==> src/logic/gpio_map.vh <==
`ifndef GPIO_MAP_VH
`define GPIO_MAP_VH

// register offsets on the local register port
`define OFS_FIRST_PINS 4'h0
`define OFS_FIRST_LATCH 4'h1
`define OFS_FIRST_DIR 4'h2
`define OFS_SECOND_PINS 4'h3
`define OFS_SECOND_LATCH 4'h4
`define OFS_SECOND_DIR 4'h5
`define OFS_THIRD_PINS 4'h6
`define OFS_THIRD_LATCH 4'h7
`define OFS_THIRD_DIR 4'h8
`define OFS_SLAVE_CTRL 4'h9
`define OFS_CONV_CONFIG 4'hA

// reset values
`define DIR_RESET 8'hFF
`define SLAVE_CTRL_RESET 8'h00
`define CONV_CONFIG_RESET 8'h80
`define ZERO8 8'h00
`define ONES8 8'hFF

// slave_port_control fields
`define BIT_IN_FULL 7
`define BIT_OUT_FULL 6
`define BIT_IN_OVF 5
`define BIT_SLAVE_MODE 4

// shared pin positions on the second port
`define PIN_SLAVE_RD 0
`define PIN_SLAVE_WR 1
`define PIN_SLAVE_CS 2
`define PIN_CC2 7

// comparator output pins on the third port
`define PIN_CMP2_OUT 1
`define PIN_CMP1_OUT 2

`endif

==> src/logic/pin_sync.v <==
`timescale 1ns/1ps

module pin_sync (
    input wire clk, // system clock
    input wire rst_n, // synchronous reset, active low
    input wire [7:0] pad_in, // raw pin levels
    output reg [7:0] sync_out // pin levels after two flops
);

`include "gpio_map.vh"

reg [7:0] meta;

// meta is read by sync_out alone
always @(posedge clk) begin
    if (!rst_n) begin
        meta <= `ZERO8;
        sync_out <= `ZERO8;
    end else begin
        meta <= pad_in;
        sync_out <= meta;
    end
end

endmodule

==> src/logic/port_bank.v <==
`timescale 1ns/1ps

module port_bank (
    input wire clk, // system clock
    input wire rst_n, // synchronous reset, active low
    input wire latch_we, // write output latch
    input wire dir_we, // write direction register
    input wire [7:0] wdata, // write data
    input wire [7:0] ovr_en, // per-pin peripheral ownership
    input wire [7:0] ovr_oe, // peripheral drive enable
    input wire [7:0] ovr_out, // peripheral drive level
    output reg [7:0] pad_out, // registered pin level
    output reg [7:0] pad_oe, // registered drive enable
    output reg [7:0] latch, // output latch
    output reg [7:0] dir // direction, one means input
);

`include "gpio_map.vh"

reg [7:0] next_oe;
reg [7:0] next_out;
integer i;

// latch keeps its value through reset, so no reset term here
always @(posedge clk) begin
    if (latch_we) begin
        latch <= wdata;
    end
end

always @(posedge clk) begin
    if (!rst_n) begin
        dir <= `DIR_RESET;
    end else if (dir_we) begin
        dir <= wdata;
    end
end

// override never touches dir, so rmw of dir stays safe
always @* begin
    next_oe = `ZERO8;
    next_out = `ZERO8;
    for (i = 0; i < 8; i = i + 1) begin
        if (ovr_en[i]) begin
            next_oe[i] = ovr_oe[i];
            next_out[i] = ovr_out[i];
        end else begin
            next_oe[i] = ~dir[i];
            next_out[i] = latch[i];
        end
    end
end

always @(posedge clk) begin
    if (!rst_n) begin
        pad_oe <= `ZERO8;
        pad_out <= `ZERO8;
    end else begin
        pad_oe <= next_oe;
        pad_out <= next_out;
    end
end

endmodule

==> src/logic/three_bidir_io_ports.v <==
// Behaviour
// RULE1: direction one puts pin driver off
// RULE2: direction zero drives pin from latch
// RULE3: latch register reads latch, not pins
// RULE4: three ports, eight independent pins each
// RULE5: slave mode turns first port into databus
// RULE6: first port pin n is bus bit n
// RULE7: second port pins 0-2 are strobes
// RULE8: second port pin 7 shared with capture/compare
// RULE9: every reset sets directions all ones
// RULE10: latches not touched by any reset
// RULE11: pins register reads pins, writes latch
// RULE12: third port pins 0-6 read zero after reset
// RULE13: analog use of third port wins
// RULE14: software selects digital before using third port
// RULE15: pins pass two flops before reads
`timescale 1ns/1ps

module three_bidir_io_ports (
    input wire ref_clk, // 125 MHz system clock
    input wire rst_n, // synchronous reset, active low
    input wire [3:0] reg_addr, // register offset
    input wire [7:0] reg_wdata, // register write data
    input wire reg_write, // write strobe
    input wire reg_read, // read strobe
    output reg [7:0] reg_rdata, // read data, cycle after strobe
    input wire [7:0] first_port_in, // first port pin levels
    output wire [7:0] first_port_out, // first port drive levels
    output wire [7:0] first_port_oe, // first port drive enables
    input wire [7:0] second_port_in, // second port pin levels
    output wire [7:0] second_port_out, // second port drive levels
    output wire [7:0] second_port_oe, // second port drive enables
    input wire [7:0] third_port_in, // third port pin levels
    output wire [7:0] third_port_out, // third port drive levels
    output wire [7:0] third_port_oe, // third port drive enables
    input wire [7:0] slave_out_data, // data the slave logic presents
    input wire slave_out_drive, // slave logic drives the bus
    input wire slave_in_full, // input buffer full flag
    input wire slave_out_full, // output buffer full flag
    input wire slave_in_ovf, // input overflow flag
    output reg slave_mode_enable, // first port in slave mode
    output reg [7:0] slave_bus_in, // synchronised bus byte
    output reg slave_read_strobe_n, // synchronised read strobe
    output reg slave_write_strobe_n, // synchronised write strobe
    output reg slave_chip_select_n, // synchronised chip select
    input wire cc2_drive, // compare unit owns second port pin 7
    input wire cc2_level, // compare output level
    output reg cc2_capture_in, // synchronised capture input
    input wire [1:0] cmp_out_en, // comparator outputs enabled
    input wire [1:0] cmp_out, // comparator output levels
    output reg [7:0] third_port_analog // analog owns pin
);

`include "gpio_map.vh"

// register state
reg [7:0] slave_port_control;
reg [7:0] converter_config;

// decoded writes
reg wr_first_latch;
reg wr_first_dir;
reg wr_second_latch;
reg wr_second_dir;
reg wr_third_latch;
reg wr_third_dir;
reg wr_slave_ctrl;
reg wr_conv_config;

// bank register copies
wire [7:0] first_latch;
wire [7:0] first_dir;
wire [7:0] second_latch;
wire [7:0] second_dir;
wire [7:0] third_latch;
wire [7:0] third_dir;

// synchronised pin levels
wire [7:0] first_sync;
wire [7:0] second_sync;
wire [7:0] third_sync;

// override controls
reg [7:0] first_ovr_en;
reg [7:0] first_ovr_oe;
reg [7:0] first_ovr_out;
reg [7:0] second_ovr_en;
reg [7:0] second_ovr_oe;
reg [7:0] second_ovr_out;
reg [7:0] third_ovr_en;
reg [7:0] third_ovr_oe;
reg [7:0] third_ovr_out;

reg [7:0] next_rdata;
wire slave_mode;
wire [7:0] third_digital;
wire [7:0] third_pins_view;
wire [7:0] slave_ctrl_view;
wire cmp1_routed;
wire cmp2_routed;

assign slave_mode = slave_port_control[`BIT_SLAVE_MODE];
assign third_digital = converter_config;

// analog pins read as zero whatever level they carry
assign third_pins_view = third_sync & third_digital; // [RULE12]

// flags and mode bit only; the low nibble reads as zero
assign slave_ctrl_view = {slave_port_control[`BIT_IN_FULL:`BIT_SLAVE_MODE], 4'h0};

// a comparator output reaches its pin only while the pin is analog
assign cmp1_routed = !third_digital[`PIN_CMP1_OUT] && cmp_out_en[0];
assign cmp2_routed = !third_digital[`PIN_CMP2_OUT] && cmp_out_en[1];

// writes to the pins register land in the latch; unmapped
// offsets write nothing
always @* begin
    wr_first_latch = 1'b0;
    wr_first_dir = 1'b0;
    wr_second_latch = 1'b0;
    wr_second_dir = 1'b0;
    wr_third_latch = 1'b0;
    wr_third_dir = 1'b0;
    wr_slave_ctrl = 1'b0;
    wr_conv_config = 1'b0;
    if (reg_write) begin
        case (reg_addr)
            `OFS_FIRST_PINS: wr_first_latch = 1'b1; // [RULE11]
            `OFS_FIRST_LATCH: wr_first_latch = 1'b1; // [RULE3]
            `OFS_FIRST_DIR: wr_first_dir = 1'b1;
            `OFS_SECOND_PINS: wr_second_latch = 1'b1; // [RULE11]
            `OFS_SECOND_LATCH: wr_second_latch = 1'b1; // [RULE3]
            `OFS_SECOND_DIR: wr_second_dir = 1'b1;
            `OFS_THIRD_PINS: wr_third_latch = 1'b1; // [RULE11]
            `OFS_THIRD_LATCH: wr_third_latch = 1'b1; // [RULE3]
            `OFS_THIRD_DIR: wr_third_dir = 1'b1;
            `OFS_SLAVE_CTRL: wr_slave_ctrl = 1'b1;
            `OFS_CONV_CONFIG: wr_conv_config = 1'b1;
            default: wr_conv_config = 1'b0;
        endcase
    end
end

// pin synchronisers
pin_sync first_sync_i (
    .clk(ref_clk),
    .rst_n(rst_n),
    .pad_in(first_port_in),
    .sync_out(first_sync) // [RULE15]
);

pin_sync second_sync_i (
    .clk(ref_clk),
    .rst_n(rst_n),
    .pad_in(second_port_in),
    .sync_out(second_sync) // [RULE15]
);

pin_sync third_sync_i (
    .clk(ref_clk),
    .rst_n(rst_n),
    .pad_in(third_port_in),
    .sync_out(third_sync) // [RULE15]
);

// first port: whole byte handed to slave logic in slave mode
always @* begin
    if (slave_mode) begin
        first_ovr_en = `ONES8; // [RULE5]
        first_ovr_oe = {8{slave_out_drive}}; // [RULE6]
        first_ovr_out = slave_out_data; // [RULE6]
    end else begin
        first_ovr_en = `ZERO8;
        first_ovr_oe = `ZERO8;
        first_ovr_out = `ZERO8;
    end
end

// second port: strobes forced to inputs, pin 7 to compare unit
always @* begin
    second_ovr_en = `ZERO8;
    second_ovr_oe = `ZERO8;
    second_ovr_out = `ZERO8;
    if (slave_mode) begin
        second_ovr_en[`PIN_SLAVE_RD] = 1'b1; // [RULE7]
        second_ovr_en[`PIN_SLAVE_WR] = 1'b1; // [RULE7]
        second_ovr_en[`PIN_SLAVE_CS] = 1'b1; // [RULE7]
    end
    if (cc2_drive) begin
        second_ovr_en[`PIN_CC2] = 1'b1; // [RULE8]
        second_ovr_oe[`PIN_CC2] = 1'b1; // [RULE8]
        second_ovr_out[`PIN_CC2] = cc2_level; // [RULE8]
    end
end

// third port: analog pins lose the digital driver, except
// where a comparator output is routed out
always @* begin
    third_ovr_en = ~third_digital; // [RULE13]
    third_ovr_oe = `ZERO8; // [RULE13]
    third_ovr_out = `ZERO8;
    if (cmp1_routed) begin
        third_ovr_oe[`PIN_CMP1_OUT] = 1'b1; // [RULE13]
        third_ovr_out[`PIN_CMP1_OUT] = cmp_out[0];
    end
    if (cmp2_routed) begin
        third_ovr_oe[`PIN_CMP2_OUT] = 1'b1; // [RULE13]
        third_ovr_out[`PIN_CMP2_OUT] = cmp_out[1];
    end
end

// each bank: per-pin direction and latch, registered drive
port_bank first_bank_i (
    .clk(ref_clk),
    .rst_n(rst_n),
    .latch_we(wr_first_latch),
    .dir_we(wr_first_dir),
    .wdata(reg_wdata),
    .ovr_en(first_ovr_en),
    .ovr_oe(first_ovr_oe),
    .ovr_out(first_ovr_out),
    .pad_out(first_port_out), // [RULE2]
    .pad_oe(first_port_oe), // [RULE1] [RULE4]
    .latch(first_latch), // [RULE10]
    .dir(first_dir) // [RULE9]
);

port_bank second_bank_i (
    .clk(ref_clk),
    .rst_n(rst_n),
    .latch_we(wr_second_latch),
    .dir_we(wr_second_dir),
    .wdata(reg_wdata),
    .ovr_en(second_ovr_en),
    .ovr_oe(second_ovr_oe),
    .ovr_out(second_ovr_out),
    .pad_out(second_port_out), // [RULE2]
    .pad_oe(second_port_oe), // [RULE1] [RULE4]
    .latch(second_latch), // [RULE10]
    .dir(second_dir) // [RULE9]
);

port_bank third_bank_i (
    .clk(ref_clk),
    .rst_n(rst_n),
    .latch_we(wr_third_latch),
    .dir_we(wr_third_dir),
    .wdata(reg_wdata),
    .ovr_en(third_ovr_en),
    .ovr_oe(third_ovr_oe),
    .ovr_out(third_ovr_out),
    .pad_out(third_port_out), // [RULE2]
    .pad_oe(third_port_oe), // [RULE1] [RULE4]
    .latch(third_latch), // [RULE10]
    .dir(third_dir) // [RULE9]
);

// only the mode bit is writable; the flags belong to the slave
// handshake logic and are copied every cycle
always @(posedge ref_clk) begin
    if (!rst_n) begin
        slave_port_control <= `SLAVE_CTRL_RESET;
    end else begin
        slave_port_control[`BIT_IN_FULL] <= slave_in_full;
        slave_port_control[`BIT_OUT_FULL] <= slave_out_full;
        slave_port_control[`BIT_IN_OVF] <= slave_in_ovf;
        if (wr_slave_ctrl) begin
            slave_port_control[`BIT_SLAVE_MODE] <= reg_wdata[`BIT_SLAVE_MODE]; // [RULE5]
        end
    end
end

// pins 0-6 start analog, so a fresh port never fights the board
always @(posedge ref_clk) begin
    if (!rst_n) begin
        converter_config <= `CONV_CONFIG_RESET; // [RULE12]
    end else if (wr_conv_config) begin
        converter_config <= reg_wdata; // [RULE14]
    end
end

// read mux; analog pins of the third port read as zero
always @* begin
    case (reg_addr)
        `OFS_FIRST_PINS: next_rdata = first_sync; // [RULE11]
        `OFS_FIRST_LATCH: next_rdata = first_latch; // [RULE3]
        `OFS_FIRST_DIR: next_rdata = first_dir;
        `OFS_SECOND_PINS: next_rdata = second_sync; // [RULE11]
        `OFS_SECOND_LATCH: next_rdata = second_latch; // [RULE3]
        `OFS_SECOND_DIR: next_rdata = second_dir;
        `OFS_THIRD_PINS: next_rdata = third_pins_view; // [RULE12] [RULE11]
        `OFS_THIRD_LATCH: next_rdata = third_latch; // [RULE3]
        `OFS_THIRD_DIR: next_rdata = third_dir;
        `OFS_SLAVE_CTRL: next_rdata = slave_ctrl_view;
        `OFS_CONV_CONFIG: next_rdata = converter_config;
        default: next_rdata = `ZERO8;
    endcase
end

// data stand only in the cycle after the read strobe
always @(posedge ref_clk) begin
    if (!rst_n) begin
        reg_rdata <= `ZERO8;
    end else if (reg_read) begin
        reg_rdata <= next_rdata;
    end else begin
        reg_rdata <= `ZERO8;
    end
end

// side outputs towards the slave, compare and analog logic;
// one extra flop of latency after the synchronisers
always @(posedge ref_clk) begin
    if (!rst_n) begin
        slave_mode_enable <= 1'b0;
        slave_bus_in <= `ZERO8;
        slave_read_strobe_n <= 1'b1;
        slave_write_strobe_n <= 1'b1;
        slave_chip_select_n <= 1'b1;
    end else begin
        slave_mode_enable <= slave_mode; // [RULE5]
        slave_bus_in <= first_sync; // [RULE6]
        slave_read_strobe_n <= second_sync[`PIN_SLAVE_RD] | ~slave_mode; // [RULE7]
        slave_write_strobe_n <= second_sync[`PIN_SLAVE_WR] | ~slave_mode; // [RULE7]
        slave_chip_select_n <= second_sync[`PIN_SLAVE_CS] | ~slave_mode; // [RULE7]
    end
end

// capture input follows the pin even while the compare unit drives it
always @(posedge ref_clk) begin
    if (!rst_n) begin
        cc2_capture_in <= 1'b0;
    end else begin
        cc2_capture_in <= second_sync[`PIN_CC2]; // [RULE8]
    end
end

always @(posedge ref_clk) begin
    if (!rst_n) begin
        third_port_analog <= ~`CONV_CONFIG_RESET;
    end else begin
        third_port_analog <= ~third_digital; // [RULE13]
    end
end

endmodule

==> config.mk <==
export PLATFORM = sky130hd
export DESIGN_NAME = three_bidir_io_ports
export DESIGN_NICKNAME = d
export VERILOG_FILES = /design/src/logic/pin_sync.v /design/src/logic/port_bank.v /design/src/logic/three_bidir_io_ports.v
export VERILOG_INCLUDE_DIRS = /design/src /design/src/logic
export SDC_FILE = /design/constraint.sdc
export NUM_CORES = 1
export LEC_CHECK = 0
export BUFFER_PORTS_ARGS = -buffer_cell sky130_fd_sc_hd__buf_2
export CAP_MARGIN = 20
export CORE_MARGIN = 5
export CORE_UTILIZATION = 55
export DETAILED_ROUTE_END_ITERATION = 10
export PLACE_DENSITY = 0.8
export RECOVER_POWER = 50
export SYNTH_ARGS = -nofsm -noshare
export SYNTH_HDL_FRONTEND = slang
export SYNTH_SLANG_ARGS = --single-unit
==> constraint.sdc <==
create_clock -name ref_clk -period 3.94 [get_ports ref_clk]
set_clock_uncertainty 0.05 [all_clocks]
set_input_delay 0.197 -clock ref_clk [delete_from_list [all_inputs] [get_ports ref_clk]]
set_output_delay 0.197 -clock ref_clk [all_outputs]
set_load 0.01 [all_outputs]
==> flow_summary.toml, run 1 <==
[status]
status = "completed"

[synth]
yosysMostFrequentCell = "dfxtp_1"
yosys-top-cells-area = "dfxtp_1, edfxtp_1, and2_1"
ys_top_cells_by_count = "dfxtp_1, and2_1, nand2_1"
ys_warn_count = 0
async_flop_share = 0
avgSynthCellArea_sq_um = 11.08
syn_area_sq_um = 6492
synth_top_area_share = 0.4964
synth_edf_count = 24
yosysTopAreaCell = "dfxtp_1"
synth_cell_types = 57
syn_nets = 644
yosysSeqAreaShare = 0.6074
dominantRegCellSynth = "dfxtp_1"
synthCells = 586
ys_ff_latch = 185

[place]
dp.final_hpwl_um = 11180
placed_cell_area_sq_um = 7129
portBuffers = 134
gp_congestion = 0.8989
dpl_worst_slack_ps = 1469

[worst_setup_path]
crit_type = "register to register"
crit_path_start_kind = "register"
crit_slowest_cell = "clkbuf_1"
worstPathRequired_ps = 4200
path_max_fanout = 20
worstPathArrival_ps = 2430
max_stage_delay_ps = 940
endpoint_kind = "register"
cp_cell_sequence = "clkbuf_1 -> nand2_1 -> or2_2"
crit_family = "buffers and inverters"
crit_buf_inv = 1

[grt]
grt.overflow.total = 0
grt_first_pass_wirelength_um = 26290
grt_pass1_vias = 4806
grt_max_degree = 76
grt_antenna_before_repair = 0
grt_usage = 0.2417

[sta]
fin_ws_ps = 1776
fin_hold_ws_ps = 16.79
fmax_ghz = 0.4621
finalSetupViolCount = 0
hold_viol = 0
rsz0062_at_grt = "no"
setup_tns_ps = 0
slew_viol_final = 0
tightest_slew_ps = 1245
slew_headroom = 0.1701
fin_crit_ps = 2164
fin_crit_sh = 0.5493

[pwr]
power_mw = 3.876
pwr_density_cell_nw_per_um2 = 485.7
peakVddDrop_v = 0.0004176
leakagePower_nw = 3.235

[drt]
ant_nets = 0
wl_per_cell_um = 18.59
drt-initial-drc-count = 362
route.detailed.drc = 0
viasPerCell = 5.265
routed_wl_um = 16690
drt_first_pass_iters = 5
dr_total_vias = 4728

[die]
dieHeight_um = 118.7
initial_core_util = 0.5638
dieArea_sq_um = 14080
core-area_sq_um = 11520
rows = 39
pin_count = 135
die_x_um = 118.7

[cells_and_area]
area_growth_pct = 22.93
drive_gt1_frac = 0.1364
layout.nets = 800
final_cell_area_sq_um = 7981
antennaDiodeCount = 0

[clock_network]
cts_setup_buffers = 0
clock_latency_ps = 420
cts_buffer_depth = 2
tritoncts = "done"
numCtsBuffers = 17
cts_max_level = 4
cts.reportedPaths.clkPinSlew_ps = 70
cts_sinks = 185
cts-root-buf = "clkbuf_16"

[worst_hold_path]
min_path_type = "primary input to register"

[job]
maxCapViolCount = 0
[area by class of cell]
cell class,count,area (sq um)
clock inverters,13,115.1
repair buffers,174,953.4
well taps,143,178.9
fillers,881,3535
multi-input cells,358,2303
clock buffers,19,464.2
inverters,6,22.52
flip-flops and latches,185,3944
[worst min-delay path, cell delays in order]
cell      delay, ps
buf_2            90
nand2b_1         70
a21boi_0         80
[power breakdown]
part	internal (mW)	switching [mW]
combinational	0.114	0.136
clock	0.928	0.702
sequential	1.97	0.0277
total	3.01	0.866
[metrics by stage]
step,utilization,std cells
finish,0.6931,898
global route,0.6931,898
CTS,0.7015,896
detailed placement,0.6191,827
global placement,0.6191,827
floorplan,-,586
[routing by layer]
metal / up-vias / GRT usage / part of all wire
li1: 2292 / - / -
met1: 2214 / 0.3090 / 0.42
met2: 197 / 0.3972 / 0.49
met3: 25 / 0.06495 / 0.069
met4: 0 / 0.08472 / 0.021
met5: - / 0 / 0
[timing repair]
item / in CTS / in global routing
endpoints found under the hold margin: 37 / 0
hold buffers: 37 / 0
resized for setup: 0 / 0
[layout by cell type (no fill, tap or decap), types with 3 or more instances in the layout]
master / instances
nand2b_1: 6
dlygate4sd3_1: 37
nor2b_1: 30
nand2_1: 68
clkinv_2: 4
inv_6: 3
inv_1: 6
and2_1: 63
o21ai_0: 3
nor2_1: 19
nand3b_1: 3
dfxtp_1: 161
and3_1: 10
a21boi_0: 3
clkbuf_16: 18
a31oi_1: 7
mux2i_1: 27
and2_0: 10
a22oi_1: 5
a21o_1: 5
a22o_1: 4
clkbuf_1: 86
buf_2: 49
or2_2: 3
o21a_1: 8
a32oi_1: 5
edfxtp_1: 24
mux2_2: 6
nand3_1: 34
[path summary, 6_finish.rpt]
path	from	end	slack, ps	depth (start not counted)
min reg2reg	first_sync_i.meta[6]	first_sync_i.sync_out[6]	380	1
max	slave_port_control[4]	slave_read_strobe_n	1780	3
max reg2reg	slave_port_control[4]	slave_read_strobe_n	1780	3
min	cmp_out_en[1]	third_bank_i.pad_oe[1]	20	3
[cells by family after synthesis]
logic type / synth area share
compound gates: 0.07111
buf+inv: 0.03777
flops: 0.6074
mux: 0.05781
simple gates: 0.2259
Power figures use the tool's default switching activity.
==> run 2: changes to the inputs <==
--- a/config.mk
+++ b/config.mk
@@ -6,12 +6,13 @@
 export SDC_FILE = /design/constraint.sdc
 export NUM_CORES = 1
 export LEC_CHECK = 0
+export ABC_AREA = 1
 export BUFFER_PORTS_ARGS = -buffer_cell sky130_fd_sc_hd__buf_2
 export CAP_MARGIN = 20
 export CORE_MARGIN = 5
-export CORE_UTILIZATION = 55
+export CORE_UTILIZATION = 54
 export DETAILED_ROUTE_END_ITERATION = 10
-export PLACE_DENSITY = 0.8
+export PLACE_DENSITY = 0.79
 export RECOVER_POWER = 50
 export SYNTH_ARGS = -nofsm -noshare
 export SYNTH_HDL_FRONTEND = slang
==> constraint.sdc (replaced) <==
create_clock -name ref_clk -period 2.1 [get_ports ref_clk]
set_clock_uncertainty 0.05 [all_clocks]
set_input_delay 0.105 -clock ref_clk [delete_from_list [all_inputs] [get_ports ref_clk]]
set_output_delay 0.105 -clock ref_clk [all_outputs]
set_load 0.01 [all_outputs]
==> run 2 against run 1 <==
Worst hold slack gained 10 ps. Clock power up 87%. Worst setup slack got worse by 1400 ps. Final cell count up 24%. Core utilization grew 2.9 points. Register-to-register slack got worse by 1100 ps. Non-clock buffer count increased by 31. Combinational power increased by 99%. Critical endpoint is now second_bank_i.pad_out[7].
==> flow_summary.toml, run 2 <==
[status]
status = "completed"

[place]
dp.final_hpwl_um = 11100
portBuffers = 134
dpl.cell_count = 1026
gp_congestion = 0.9348
placed_cell_area_sq_um = 7201
dpl_worst_slack_ps = 593.4

[synth]
yosysMostFrequentCell = "nand2_1"
yosysTopAreaCell = "dfxtp_1"
yosys-top-cells-area = "dfxtp_1, nand2_1, edfxtp_1"
yosysSeqAreaShare = 0.6193
syn_area_sq_um = 6369
ys_ff_latch = 185
syn_nets = 819
async_flop_share = 0
ys_top_cells_by_count = "nand2_1, dfxtp_1, inv_1"
ys_warn_count = 0
dominantRegCellSynth = "dfxtp_1"
synth_cell_types = 21
avgSynthCellArea_sq_um = 8.369
synth_edf_count = 24
synthCells = 761
synth_top_area_share = 0.5061

[drt]
route.detailed.drc = 0
viasPerCell = 4.938
wl_per_cell_um = 14.82
topRoutingLayerUsed = "met5"
route.met3.wl_um = 1320
drt_first_pass_iters = 5
routed_wl_um = 16490
route.met2.wl_um = 7833
drt-initial-drc-count = 457
wl_met1_um = 6809
ant_nets = 0
dr_total_vias = 5496

[grt]
grt_usage = 0.2402
grt_first_pass_wirelength_um = 26950
grt.overflow.total = 0
grt_max_degree = 39
grt_antenna_before_repair = 2
grt_pass1_vias = 5431

[worst_hold_path]
min_path_type = "primary input to register"

[sta]
fin_ws_ps = 377.0
finalSetupViolCount = 0
fmax_ghz = 0.5804
tightest_slew_ps = 1049
slew_headroom = 0.3010
setup_tns_ps = 0
rsz0062_at_grt = "no"
fin_crit_sh = 0.8205
fin_crit_ps = 1723
fin_hold_ws_ps = 27.22
hold_viol = 0
slew_viol_final = 0

[worst_setup_path]
crit_slowest_cell = "dlygate4sd3_1"
crit_type = "primary input to register"
path_max_fanout = 1
cp_cell_sequence = "dlygate4sd3_1 -> buf_2 -> nor2_1 -> dlygate4sd3_1 -> nor2_1 -> dlygate4sd3_1"
max_stage_delay_ps = 550
cpMostUsedCell = "dlygate4sd3_1"
crit_buf_inv = 4
crit_family = "buffers and inverters"
endpoint_kind = "register"
crit_path_start_kind = "primary input"
worstPathArrival_ps = 1990
worstPathRequired_ps = 2370

[cells_and_area]
fillers = 837
final_cell_area_sq_um = 8278
fin_cells = 1113
final_cell_mix = "nand2_1, dfxtp_1, inv_1, buf_2, nand3_1"
area_growth_pct = 29.98
final_common_cell = "nand2_1"
drive_gt1_frac = 0.1662
layout.nets = 1015

[pwr]
pwr_density_cell_nw_per_um2 = 882.1
peakVddDrop_v = 0.0007082
leakagePower_nw = 4.336

[die]
rows = 39
pin_count = 135
dieHeight_um = 118.6
dieArea_sq_um = 14070
die_x_um = 118.6
core-area_sq_um = 11470
initial_core_util = 0.5554

[clock_network]
cts_buffer_depth = 2
cts_setup_buffers = 0
numCtsBuffers = 17
cts_max_level = 4
clock_latency_ps = 430
cts.reportedPaths.clkPinSlew_ps = 60
cts_sinks = 185
cts-root-buf = "clkbuf_16"
cts_resized = 0
tritoncts = "done"

[job]
maxCapViolCount = 0
run 2: cell types whose count changed after synthesis, moves of 10 or more:
cell / delta
nor2_1: +46
nor2b_1: -30
mux2i_1: -27
a21oi_1: +10
nand3_1: +60
nand2_1: +152
o21ai_0: +19
and2_1: -73
inv_1: +104
run 2: metal layers:
metal,vias to the layer above,GRT usage
li1,2723,-
met2,237,0.3853
met5,-,0
met4,2,0.1205
met1,2486,0.2984
met3,48,0.06495
run 2: cell families after synthesis:
| group | Yosys count | synth area share |
|---|---|---|
| simple gates | 399 | 0.2639 |
| buf+inv | 143 | 0.09018 |
| compound gates | 34 | 0.02672 |
| flops | 185 | 0.6193 |
run 2: worst paths after layout:
kind                         startpoint                        to  slack, ps  cells past startpoint
setup / recovery              cc2_level  second_bank_i.pad_out[7]        380                      6
hold reg to reg    first_sync_i.meta[0]  first_sync_i.sync_out[0]        360                      2
hold / removal                    rst_n       first_bank_i.dir[4]         30                      2
setup reg to reg  slave_port_control[4]    first_bank_i.pad_oe[2]        640                      3
run 2: cell type report:
cell class	count	area (sq um)	area share
Inverter	115	431.7	0.05215
Tap cell	143	178.9	0.02161
Clock inverter	5	30.03	0.003628
Clock buffer	26	550.5	0.06651
Multi-Input combinational cell	433	1853	0.2239
Antenna cell	1	2.502	0.0003023
Sequential cell	185	3944	0.4764
Timing Repair Buffer	205	1287	0.1555
run 2: power by group:
part | internal [mW] | total (mW) | leakage (nW) | switching [mW]
combinational | 0.208 | 0.498 | 2.51 | 0.290
sequential | 3.70 | 3.75 | 1.54 | 0.0516
clock | 1.80 | 3.05 | 0.294 | 1.25
run 2: stage by stage:
stage	total power [mW]	utilization
2_1_floorplan	4.050	-
3_3_place_gp	4.236	0.6279
3_5_place_dp	4.243	0.6279
4_1_cts	7.329	0.7266
5_1_grt	7.551	0.7219
6_report	7.302	0.7219
run 2: worst register-to-register path, cell delays in order, from the launching register on:
cell	delay, ps
dfxtp_1	330
inv_1	220
nand2_1	410
o21ai_0	360
run 2: timing repair:
item	in CTS	in global routing
endpoints found under the setup margin	0	0
hold buffers	55	0
endpoints found under the hold margin	97	0
